===== src/logic/iqo_map.svh =====
// constants for the incremental quadrature output stage
`ifndef IQO_MAP_SVH
`define IQO_MAP_SVH
// clock rate in kHz
`define IQO_CLK_KHZ 10000
// least fault flag low time in ms
`define IQO_FAULT_MIN_MS 20
// cycles for the least fault low time (rounded up)
`define IQO_FAULT_CYC ((`IQO_FAULT_MIN_MS * `IQO_CLK_KHZ + 0) / 1)
// counts per commutation revolution
`define IQO_COMM_STEPS 24'h00_0168
// commutation segment lengths and fold points in steps
`define IQO_SEG90 24'h00_005a
`define IQO_SEG120 24'h00_0078
`define IQO_SEG180 24'h00_00b4
`define IQO_SEG240 24'h00_00f0
`define IQO_SEG270 24'h00_010e
// phase codes of the quadrature cycle
`define IQO_PH_00 2'h0
`define IQO_PH_10 2'h1
`define IQO_PH_11 2'h2
`define IQO_PH_01 2'h3
`endif


===== src/logic/iqo_pkg.sv =====
// types for the incremental quadrature output stage
`default_nettype none
package iqo_pkg;
   // commutation pulse width options
   typedef enum logic [1:0] {
      IQO_COMM_2X180 = 2'h0,
      IQO_COMM_3X120 = 2'h1,
      IQO_COMM_4X90 = 2'h2
   } iqo_comm_t;
endpackage
`default_nettype wire


===== src/logic/iqo_sync.sv =====
// two flip-flop synchroniser for one pin level
`timescale 1ns/10ps
`default_nettype none
module iqo_sync (
   input wire logic ref_clk_i,
   input wire logic nrst_i,
   input wire logic d_i,
   output logic q_o
);
   logic meta_q;
   logic q_q;
   // first stage feeds only the second
   always_ff @(posedge ref_clk_i) begin
      if (!nrst_i) begin
         meta_q <= 1'b0;
         q_q <= 1'b0;
      end else begin
         meta_q <= d_i;
         q_q <= meta_q;
      end
   end
   assign q_o = q_q;
endmodule
`default_nettype wire


===== src/logic/iqo_top.sv =====
// quadrature, reference, fault and commutation output generator
`timescale 1ns/10ps
`default_nettype none
`include "iqo_map.svh"
module iqo_top #(
   parameter logic [31:0] FAULT_CYC = `IQO_FAULT_CYC
) (
   input wire logic ref_clk_i,
   input wire logic nrst_i,
   input wire logic step_i,
   input wire logic dir_i,
   input wire logic ref_mark_i,
   input wire logic malfunction_i,
   input wire logic single_ended_variant,
   input wire logic [1:0] comm_mode_i,
   output logic track_a_out,
   output logic track_b_out,
   output logic ref_pulse_out,
   output logic track_a_out_n,
   output logic track_b_out_n,
   output logic ref_pulse_out_n,
   output logic fault_flag_n,
   output logic [2:0] comm_o,
   output logic [2:0] comm_n_o
);
   // ==========================================================
   // input synchronisers
   logic step_s;
   logic malf_s;
   logic refm_s;
   iqo_sync u_sync_step (
      .ref_clk_i(ref_clk_i),
      .nrst_i(nrst_i),
      .d_i(step_i),
      .q_o(step_s)
   );
   iqo_sync u_sync_malf (
      .ref_clk_i(ref_clk_i),
      .nrst_i(nrst_i),
      .d_i(malfunction_i),
      .q_o(malf_s)
   );
   iqo_sync u_sync_refm (
      .ref_clk_i(ref_clk_i),
      .nrst_i(nrst_i),
      .d_i(ref_mark_i),
      .q_o(refm_s)
   );
   // straps are pins as well; the two mode bits may settle a cycle
   // apart, so change the width option only while standing still
   logic var_s;
   wire [1:0] mode_s;
   iqo_sync u_sync_var (
      .ref_clk_i(ref_clk_i),
      .nrst_i(nrst_i),
      .d_i(single_ended_variant),
      .q_o(var_s)
   );
   iqo_sync u_sync_mode0 (
      .ref_clk_i(ref_clk_i),
      .nrst_i(nrst_i),
      .d_i(comm_mode_i[0]),
      .q_o(mode_s[0])
   );
   iqo_sync u_sync_mode1 (
      .ref_clk_i(ref_clk_i),
      .nrst_i(nrst_i),
      .d_i(comm_mode_i[1]),
      .q_o(mode_s[1])
   );
   // ==========================================================
   // quadrature phase sequencer
   logic step_d1_q;
   logic [1:0] ph_q;
   logic [1:0] ph_d;
   logic [23:0] pos_q;
   logic [23:0] pos_d;
   wire step_edge = step_s & ~step_d1_q;
   assign ph_d = step_edge ? (dir_i ? ph_q - 2'h1 : ph_q + 2'h1) : ph_q;
   // mechanical position wraps once per revolution
   wire pos_top = (pos_q == `IQO_COMM_STEPS - 24'h00_0001);
   wire [23:0] pos_inc = pos_top ? 24'h00_0000 : pos_q + 24'h00_0001;
   wire [23:0] pos_dec = (pos_q == 24'h00_0000) ?
      `IQO_COMM_STEPS - 24'h00_0001 : pos_q - 24'h00_0001;
   assign pos_d = step_edge ? (dir_i ? pos_dec : pos_inc) : pos_q;
   always_ff @(posedge ref_clk_i) begin
      if (!nrst_i) begin
         step_d1_q <= 1'b0;
         ph_q <= `IQO_PH_00;
         pos_q <= 24'h00_0000;
      end else begin
         step_d1_q <= step_s;
         ph_q <= ph_d;
         pos_q <= pos_d;
      end
   end
   // gray order 00,10,11,01 puts b a quarter behind a
   wire a_w = (ph_q == `IQO_PH_10) | (ph_q == `IQO_PH_11);
   wire b_w = (ph_q == `IQO_PH_11) | (ph_q == `IQO_PH_01);
   // reference only while both tracks high, a quarter period
   wire r_w = refm_s & (ph_q == `IQO_PH_11);
   // ==========================================================
   // fault flag stretcher
   logic [31:0] fcnt_q;
   logic [31:0] fcnt_d;
   // low held while faulty and for the least time after
   assign fcnt_d = malf_s ? FAULT_CYC :
      (fcnt_q != 32'h0000_0000) ? fcnt_q - 32'h0000_0001 : fcnt_q;
   always_ff @(posedge ref_clk_i) begin
      if (!nrst_i) begin
         fcnt_q <= 32'h0000_0000;
      end else begin
         fcnt_q <= fcnt_d;
      end
   end
   wire fault_w = malf_s | (fcnt_q != 32'h0000_0000);
   // ==========================================================
   // commutation tracks
   // position folded into its segment by compare and subtract;
   // cheaper than a divider, since pos_q never leaves one turn
   wire [23:0] p180 = (pos_q >= `IQO_SEG180) ? pos_q - `IQO_SEG180 : pos_q;
   // three segments need two fold points
   wire [23:0] p120 = (pos_q >= `IQO_SEG240) ? pos_q - `IQO_SEG240 :
      (pos_q >= `IQO_SEG120) ? pos_q - `IQO_SEG120 : pos_q;
   // four segments need three fold points
   wire [23:0] p90 = (pos_q >= `IQO_SEG270) ? pos_q - `IQO_SEG270 :
      (pos_q >= `IQO_SEG180) ? pos_q - `IQO_SEG180 :
      (pos_q >= `IQO_SEG90) ? pos_q - `IQO_SEG90 : pos_q;
   // two segments of 180, tracks 60 apart, each high 90
   wire u180 = p180 < 24'h00_005a;
   wire v180 = (p180 >= 24'h00_003c) & (p180 < 24'h00_0096);
   wire w180 = (p180 >= 24'h00_0078) | (p180 < 24'h00_001e);
   // three segments of 120, tracks 40 apart, each high 60
   wire u120 = p120 < 24'h00_003c;
   wire v120 = (p120 >= 24'h00_0028) & (p120 < 24'h00_0064);
   wire w120 = (p120 >= 24'h00_0050) | (p120 < 24'h00_0014);
   // four segments of 90, tracks 30 apart, each high 45
   wire u90 = p90 < 24'h00_002d;
   wire v90 = (p90 >= 24'h00_001e) & (p90 < 24'h00_004b);
   wire w90 = (p90 >= 24'h00_003c) | (p90 < 24'h00_000f);
   // width option decode from the synchronised strap
   wire sel180 = (mode_s == iqo_pkg::IQO_COMM_2X180);
   wire sel120 = (mode_s == iqo_pkg::IQO_COMM_3X120);
   wire sel90 = (mode_s == iqo_pkg::IQO_COMM_4X90);
   // tracks gathered as w, v, u
   wire [2:0] set180 = {w180, v180, u180};
   wire [2:0] set120 = {w120, v120, u120};
   wire [2:0] set90 = {w90, v90, u90};
   // the spare code parks every track low
   wire [2:0] comm_w = sel180 ? set180 :
      sel120 ? set120 :
      sel90 ? set90 : 3'h0;
   // ==========================================================
   // output registers
   // one register stage for every output, so all pairs and all
   // tracks leave the block on the same edge with no skew
   wire keep_cmp = ~var_s;
   // quadrature and reference complements forced low in the reduced variant
   wire an_w = ~a_w & keep_cmp;
   wire bn_w = ~b_w & keep_cmp;
   wire rn_w = ~r_w & keep_cmp;
   always_ff @(posedge ref_clk_i) begin
      if (!nrst_i) begin
         track_a_out <= 1'b0;
         track_b_out <= 1'b0;
         ref_pulse_out <= 1'b0;
      end else begin
         track_a_out <= a_w;
         track_b_out <= b_w;
         ref_pulse_out <= r_w;
      end
   end
   always_ff @(posedge ref_clk_i) begin
      if (!nrst_i) begin
         track_a_out_n <= 1'b0;
         track_b_out_n <= 1'b0;
         ref_pulse_out_n <= 1'b0;
      end else begin
         track_a_out_n <= an_w;
         track_b_out_n <= bn_w;
         ref_pulse_out_n <= rn_w;
      end
   end
   // flag high only in proper operation, low during reset
   always_ff @(posedge ref_clk_i) begin
      if (!nrst_i) begin
         fault_flag_n <= 1'b0;
      end else begin
         fault_flag_n <= ~fault_w;
      end
   end
   always_ff @(posedge ref_clk_i) begin
      if (!nrst_i) begin
         comm_o <= 3'h0;
         comm_n_o <= 3'h0;
      end else begin
         comm_o <= comm_w;
         comm_n_o <= ~comm_w;
      end
   end
endmodule
`default_nettype wire


===== config.mk =====
export PLATFORM = sky130hd
export DESIGN_NAME = iqo_top
export DESIGN_NICKNAME = d
export VERILOG_FILES = /design/src/logic/iqo_pkg.sv /design/src/logic/iqo_sync.sv /design/src/logic/iqo_top.sv
export VERILOG_INCLUDE_DIRS = /design/src /design/src/logic
export SDC_FILE = /design/constraint.sdc
export NUM_CORES = 1
export LEC_CHECK = 0
export ABC_AREA = 1
export BUFFER_PORTS_ARGS = -buffer_cell sky130_fd_sc_hd__buf_4
export CORE_AREA = 10 10 189 191
export DETAILED_ROUTE_END_ITERATION = 16
export DIE_AREA = 0 0 199 201
export MAX_ROUTING_LAYER = met4
export PLACE_DENSITY = 0.41
export SETUP_SLACK_MARGIN = 0.1
export SLEW_MARGIN = 20
export SYNTH_ARGS = -nofsm -noshare
export SYNTH_HDL_FRONTEND = slang
export SYNTH_SLANG_ARGS = --single-unit

===== constraint.sdc =====
create_clock -name ref_clk_i -period 2.95 [get_ports ref_clk_i]
set_clock_uncertainty 0.05 [all_clocks]
set_input_delay 0.59 -clock ref_clk_i [delete_from_list [all_inputs] [get_ports ref_clk_i]]
set_output_delay 0.59 -clock ref_clk_i [all_outputs]
set_load 0.02 [all_outputs]

==> flow_metrics.env, run 1 <==
export IMPL_fill_cells=3576
export IMPL_criticalPathCategory="flip-flop to flip-flop"
export IMPL_die_x_um=199
export IMPL_dieHeight_um=201
export IMPL_synth_warnings=0
export IMPL_cts_buffers=9
export IMPL_routed_wl_um=32000
export IMPL_nets=1449
export IMPL_tightest_slew_ns=0.716
export IMPL_crit_fanout=6
export IMPL_final_common_cell="nand2_1"
export IMPL_powerDensity_mw_per_mm2=607
export IMPL_instances_no_fill=1829
export IMPL_setup_violations=0
export IMPL_path_clk_slew_ns=0.07
export IMPL_fin_util=0.319
export IMPL_drv_slew=0
export IMPL_die_area_mm2=0.0400
export IMPL_peakVddDrop_uv=402
export IMPL_grt_ovfl_total=0
export IMPL_slew_headroom=0.518
export IMPL_start_kind="flip-flop"
export IMPL_grt_pass1_vias=8490
export IMPL_hold_end="u_sync_var.q_o"
export IMPL_dp_cells=1798
export IMPL_period_minus_slack_ns=2.66
export IMPL_p_leak_nw=4.79
export IMPL_postCtsHoldBufs=0
export IMPL_gp_congestion=0.966
export IMPL_avgSynthCellArea_um2=6.18
export IMPL_dp_slack_ns=-0.0771
export IMPL_synth_top_area_share=0.212
export IMPL_design_area_mm2=0.0102
export IMPL_critical_path_required_ns=3.19
export IMPL_antenna_found_initial=0
export IMPL_outcome="finished clean"
export IMPL_wl_per_cell_um=17.5
export IMPL_area_growth_syn_to_layout_pct=29.1
export IMPL_portBuffers=21
export IMPL_dp_hpwl_um=26200
export IMPL_worst_hold_path_type="flip-flop to flip-flop"
export IMPL_core_area_mm2=0.0320
export IMPL_n_antenna_cell=0
export IMPL_synth_cell_types=59
export IMPL_finalCritPeriodShare=0.900
export IMPL_synth_largest_area_cell="dfxtp_1"
export IMPL_drcViolationCount=0
export IMPL_synth_flop_cell="dfxtp_1"
export IMPL_clock_sinks=84
export IMPL_syn_num_nets=1315
export IMPL_cts_root_buf="clkbuf_16"
export IMPL_timing_hold_ws_ns=0.362
export IMPL_io_pins=22
export IMPL_start_util=0.247
export IMPL_seq_area_frac_synth=0.212
export IMPL_r2r_setup_slack_ns=0.29
export IMPL_cts_buffer_depth=2
export IMPL_hold_start="u_sync_var.meta_q"
export IMPL_final_cell_mix="290 x nand2_1, 154 x buf_4, 138 x nor2_1, 126 x inv_1, 95 x nand3_1"
export IMPL_startpoint="pos_q[9]"
export IMPL_fmax_ghz=0.377
export IMPL_ys_ff_latch=84
export IMPL_synth_edf_count=0
export IMPL_clk_insertion_delay_late_ns=0.35
export IMPL_grt_usage=0.165
export IMPL_end_kind="flip-flop"
export IMPL_tritoncts="yes"
export IMPL_synthTopCellsByArea="dfxtp_1 21%, nand2_1 15%, nor2_1 7.6%"
export IMPL_reg2reg_to="comm_n_o[2]"
export IMPL_via_count=8726
export IMPL_drive_gt1_frac=0.262
export IMPL_synthCells=1282
export IMPL_h_tree_depth=3
export IMPL_vias_per_cell=4.77
export IMPL_hold_path_depth=2
export IMPL_drtIter0Drc=463
export IMPL_worstReg2RegStart="pos_q[9]"
export IMPL_rsz0062_at_grt="yes"
export IMPL_grt_max_degree=36
export IMPL_place_area_mm2=0.00938
export IMPL_hold_violations=0
export IMPL_tns_ns=0
export IMPL_p_total_mw=6.20
export IMPL_setup_ws_ns=0.294
export IMPL_detail_route_antenna_nets=0
export IMPL_synth_async_reset_ratio=0
export IMPL_arrival_ns=2.90
export IMPL_grt_pass1_wl_um=49800
export IMPL_rows=66
export IMPL_synth_area_mm2=0.00792
export IMPL_r2r_cells=17
export IMPL_dr_pass1_iters=5
export IMPL_maxCapViolCount=0
-- metal layers --
metal | track usage | wire length (um) | vias up
met5 | - | 0 | -
met4 | 0.0575 | 978 | 0
met3 | 0.0278 | 1450 | 52
met2 | 0.249 | 14300 | 203
met1 | 0.217 | 15300 | 4027
li1 | - | - | 4444
-- where the power goes --
group          internal (mW)  total (mW)  switching, mW
combinational           1.28        3.42           2.14
sequential              1.37        1.59          0.225
clock                  0.670        1.19          0.522
total                   3.32        6.20           2.88
-- cells by family after synthesis --
group,count (synthesis),share of synthesized area
AOI/OAI and AO/OA,194,0.143
and+or+nand+nor,718,0.425
adders and majority gates,24,0.0379
DFF,84,0.212
xor gates and xnor gates,67,0.0741
buffers and inverters,195,0.107
-- registers in the layout, summed over array words and instances, names as in the netlist, 2 cells and up --
name / count
fcnt_q: 32
pos_q: 24
comm_n_o: 3
comm_o: 3
ph_q: 2
-- critical path, stage by stage, from the launching register on --
cell	delay [ns]
dfxtp_2	0.41
nor2_2	0.26
nand2_1	0.12
inv_1	0.15
nand2_1	0.11
nor2_1	0.21
nand2_1	0.08
nand2_1	0.06
nand2_1	0.13
nand3_1	0.10
nand4_1	0.12
nor2_2	0.15
nand2_2	0.07
nor2_4	0.16
nand2_1	0.08
a21oi_2	0.17
nand2_1	0.07
nor2_1	0.09
-- cells in the mapped netlist, types with 8 or more instances --
library cell  count
nand3_1         104
a21oi_1          65
ha_1             24
a31oi_1          13
dfxtp_1          84
nand4_1          27
inv_1           132
nor2_1          161
buf_6            12
nand2_2          17
clkbuf_1         17
o21ai_1          11
nand2_1         314
xor2_1           62
buf_2            13
inv_2            12
o21ai_0          56
nor2_2           16
o211ai_1         13
nor2_4            8
nor3_1           26
-- worst max path at each step --
| stage | depth (start not counted) | slack, ns | endpoint |
|---|---|---|---|
| floorplan | 22 | 0.16 | comm_o[1] |
| global placement | 18 | -0.08 | comm_n_o[0] |
| detailed placement | 18 | -0.08 | comm_n_o[0] |
| CTS | 21 | 0.11 | comm_o[1] |
| global route | 22 | 0.06 | comm_o[1] |
| finish | 17 | 0.29 | comm_n_o[2] |
-- cell type report --
class	count	area (um^2)	area share
inverter	149	564	0.0552
clock buffer	9	225	0.0220
tap	408	510	0.0499
timing repair buffer	169	1390	0.136
multi-input combinational	1003	5740	0.561
sequential	84	1710	0.167
clock inverter	7	85.1	0.00832
-- what timing repair did --
action	in CTS	in global routing
pin swaps	0	30
buffers inserted	0	15
endpoints found under the setup margin	6	14
gates cloned	0	0
hold endpoints to repair	0	0
gates resized for setup	10	123
No activity file was read; power rests on OpenSTA's default activity.
==> run 2: changes to the inputs <==
Settings changed: PLACE_DENSITY 0.41 to 0.4.
Clock period 2.95 ns to 3 ns, I/O delays scaled along.
==> run 2 against run 1 <==
Sequential share of layout area grew 0.58 points. Critical path depth rose by 2. First-iteration DRC count increased by 51%. Largest power group unchanged. Final cell count down 1.6%. Flip-flop and latch count stayed put. Worst hold slack better by 0.0021 ns. Core utilization down 1.3 points. Via count shrank 2.0%. Critical path type unchanged. Global-route usage decreased by 0.24 points. Clock-buffer cell count up 1.
==> flow_metrics.env, run 2 (same netlist as run 1, synthesis figures left out) <==
export IMPL_rows=66
export IMPL_cp_cell_sequence="inv_2 -> buf_4 -> ha_1 -> a21oi_1 -> buf_4 -> nand2_1 -> nand2_2 -> nand3_2 -> nor2_1 -> xor2_2 -> nand2_1 -> nand2_1 -> nor3b_2 -> nand2_1 -> nor2_4 -> nand2_1 -> nand2_1 -> nand2_1 -> nor2_1"
export IMPL_tightest_slew_ns=0.793
export IMPL_drcViolationCount=0
export IMPL_period_minus_slack_ns=2.75
export IMPL_setup_ws_ns=0.246
export IMPL_dp_cells=1782
export IMPL_dp_hpwl_um=26000
export IMPL_finalCritPeriodShare=0.918
export IMPL_grt_usage=0.163
export IMPL_outcome="finished clean"
export IMPL_slowest_stage="dfxtp_1"
export IMPL_p_total_mw=5.96
export IMPL_instances_no_fill=1800
export IMPL_crit_buf_inv=3
export IMPL_cts_buffers=9
export IMPL_gp_congestion=0.918
export IMPL_path_clk_slew_ns=0.07
export IMPL_grt_pass1_wl_um=49100
export IMPL_hold_path_depth=2
export IMPL_slowest_delay_ns=0.35
export IMPL_n_antenna_cell=0
export IMPL_arrival_ns=3.01
export IMPL_rsz0062_at_grt="yes"
export IMPL_hold_start="u_sync_mode1.meta_q"
export IMPL_p_leak_nw=4.63
export IMPL_cts_root_buf="clkbuf_16"
export IMPL_final_cell_mix="306 x nand2_1, 147 x nor2_1, 132 x buf_4, 130 x inv_1, 98 x nand3_1"
export IMPL_vias_per_cell=4.75
export IMPL_top_register="fcnt_q"
export IMPL_crit_fanout=4
export IMPL_fmax_ghz=0.363
export IMPL_dieHeight_um=201
export IMPL_hold_end="u_sync_mode1.q_o"
export IMPL_grt_max_degree=36
export IMPL_clock_sinks=84
export IMPL_cpMostUsedCell="nand2_1"
export IMPL_peakVddDrop_uv=362
export IMPL_dr_pass1_iters=5
export IMPL_path_delay_family="simple AND/OR/NAND/NOR gates"
export IMPL_criticalPathCategory="flip-flop to flip-flop"
export IMPL_reg_largest_list="fcnt_q (32), pos_q (24)"
export IMPL_h_tree_depth=3
export IMPL_largest_reg_flops=32
export IMPL_worst_hold_path_type="flip-flop to flip-flop"
export IMPL_drive_gt1_frac=0.216
export IMPL_antenna_found_initial=0
export IMPL_maxCapViolCount=0
export IMPL_start_util=0.247
export IMPL_start_kind="flip-flop"
export IMPL_tritoncts="yes"
export IMPL_r2r_setup_slack_ns=0.25
export IMPL_core_area_mm2=0.0320
export IMPL_die_area_mm2=0.0400
export IMPL_setup_violations=0
export IMPL_hold_violations=0
export IMPL_drtIter0Drc=697
export IMPL_cts_buffer_depth=2
export IMPL_final_common_cell="nand2_1"
export IMPL_timing_hold_ws_ns=0.364
export IMPL_r2r_cells=19
export IMPL_detail_route_antenna_nets=0
export IMPL_powerDensity_mw_per_mm2=608
export IMPL_die_x_um=199
export IMPL_wl_per_cell_um=17.6
export IMPL_drv_slew=0
export IMPL_end_kind="flip-flop"
export IMPL_nets=1420
export IMPL_reg2reg_to="comm_n_o[2]"
export IMPL_dp_slack_ns=-0.0120
export IMPL_area_growth_syn_to_layout_pct=23.8
export IMPL_worstReg2RegStart="pos_q[4]"
export IMPL_grt_ovfl_total=0
export IMPL_slew_headroom=0.466
export IMPL_clk_insertion_delay_late_ns=0.36
export IMPL_critical_path_required_ns=3.25
export IMPL_portBuffers=21
export IMPL_routed_wl_um=31600
export IMPL_grt_pass1_vias=8403
export IMPL_via_count=8555
export IMPL_io_pins=22
-- run 2: area by class of cell --
type | count | area (um^2)
fill | 3639 | 22200
multi-input combinational | 1003 | 5590
tap | 408 | 510
inverter | 149 | 564
sequential | 84 | 1700
clock buffer | 10 | 239
timing repair buffer | 140 | 1130
clock inverter | 6 | 70.1
-- run 2: where the power goes --
part | internal [mW] | switching, mW
clock network | 0.675 | 0.510
logic | 1.16 | 2.05
registers | 1.34 | 0.220
total | 3.18 | 2.78
-- run 2: worst min-delay path: cells and delay by family (launching register included) --
kind | cells | cell delay [ns]
buf+inv | 1 | 0.04
simple gates | 1 | 0.05
flops | 1 | 0.31
-- run 2: repair_timing --
| item | in CTS | in global routing |
|---|---|---|
| pin swaps | 3 | 5 |
| setup buffers | 0 | 2 |
| hold buffers | 0 | 0 |
| endpoints found under the setup margin | 10 | 15 |
| resized for setup | 8 | 62 |
-- run 2: metrics by stage --
step	area [um^2]	utilization	TNS (ns)
final	9800	0.306	0
after detailed placement	9240	0.288	-0.0260
after global placement	9240	0.288	-0.375
after global routing	9800	0.306	0
after CTS	9580	0.299	0
after floorplan	7920	-	0
-- run 2: how the worst max path moves through the flow --
| stage | from | endpoint | slack, ns | cells past startpoint |
|---|---|---|---|---|
| 6_report | pos_q[4] | comm_n_o[2] | 0.25 | 19 |
| 3_5_place_dp | pos_q[23] | comm_n_o[0] | -0.01 | 19 |
| 3_3_place_gp | pos_q[23] | comm_n_o[0] | -0.09 | 18 |
| 2_1_floorplan | pos_q[3] | comm_o[1] | 0.21 | 22 |
| 4_1_cts | pos_q[4] | comm_n_o[2] | 0.11 | 20 |
| 5_1_grt | pos_q[2] | pos_q[19] | 0.04 | 17 |
-- run 2: layer usage --
metal  global-route usage  up-vias  routed length, um
li1                     -     4388                  -
met1                0.219     3929              15600
met2                0.249      191              14000
met3               0.0211       47               1310
met4               0.0472        0                748
met5                    -        -                  0
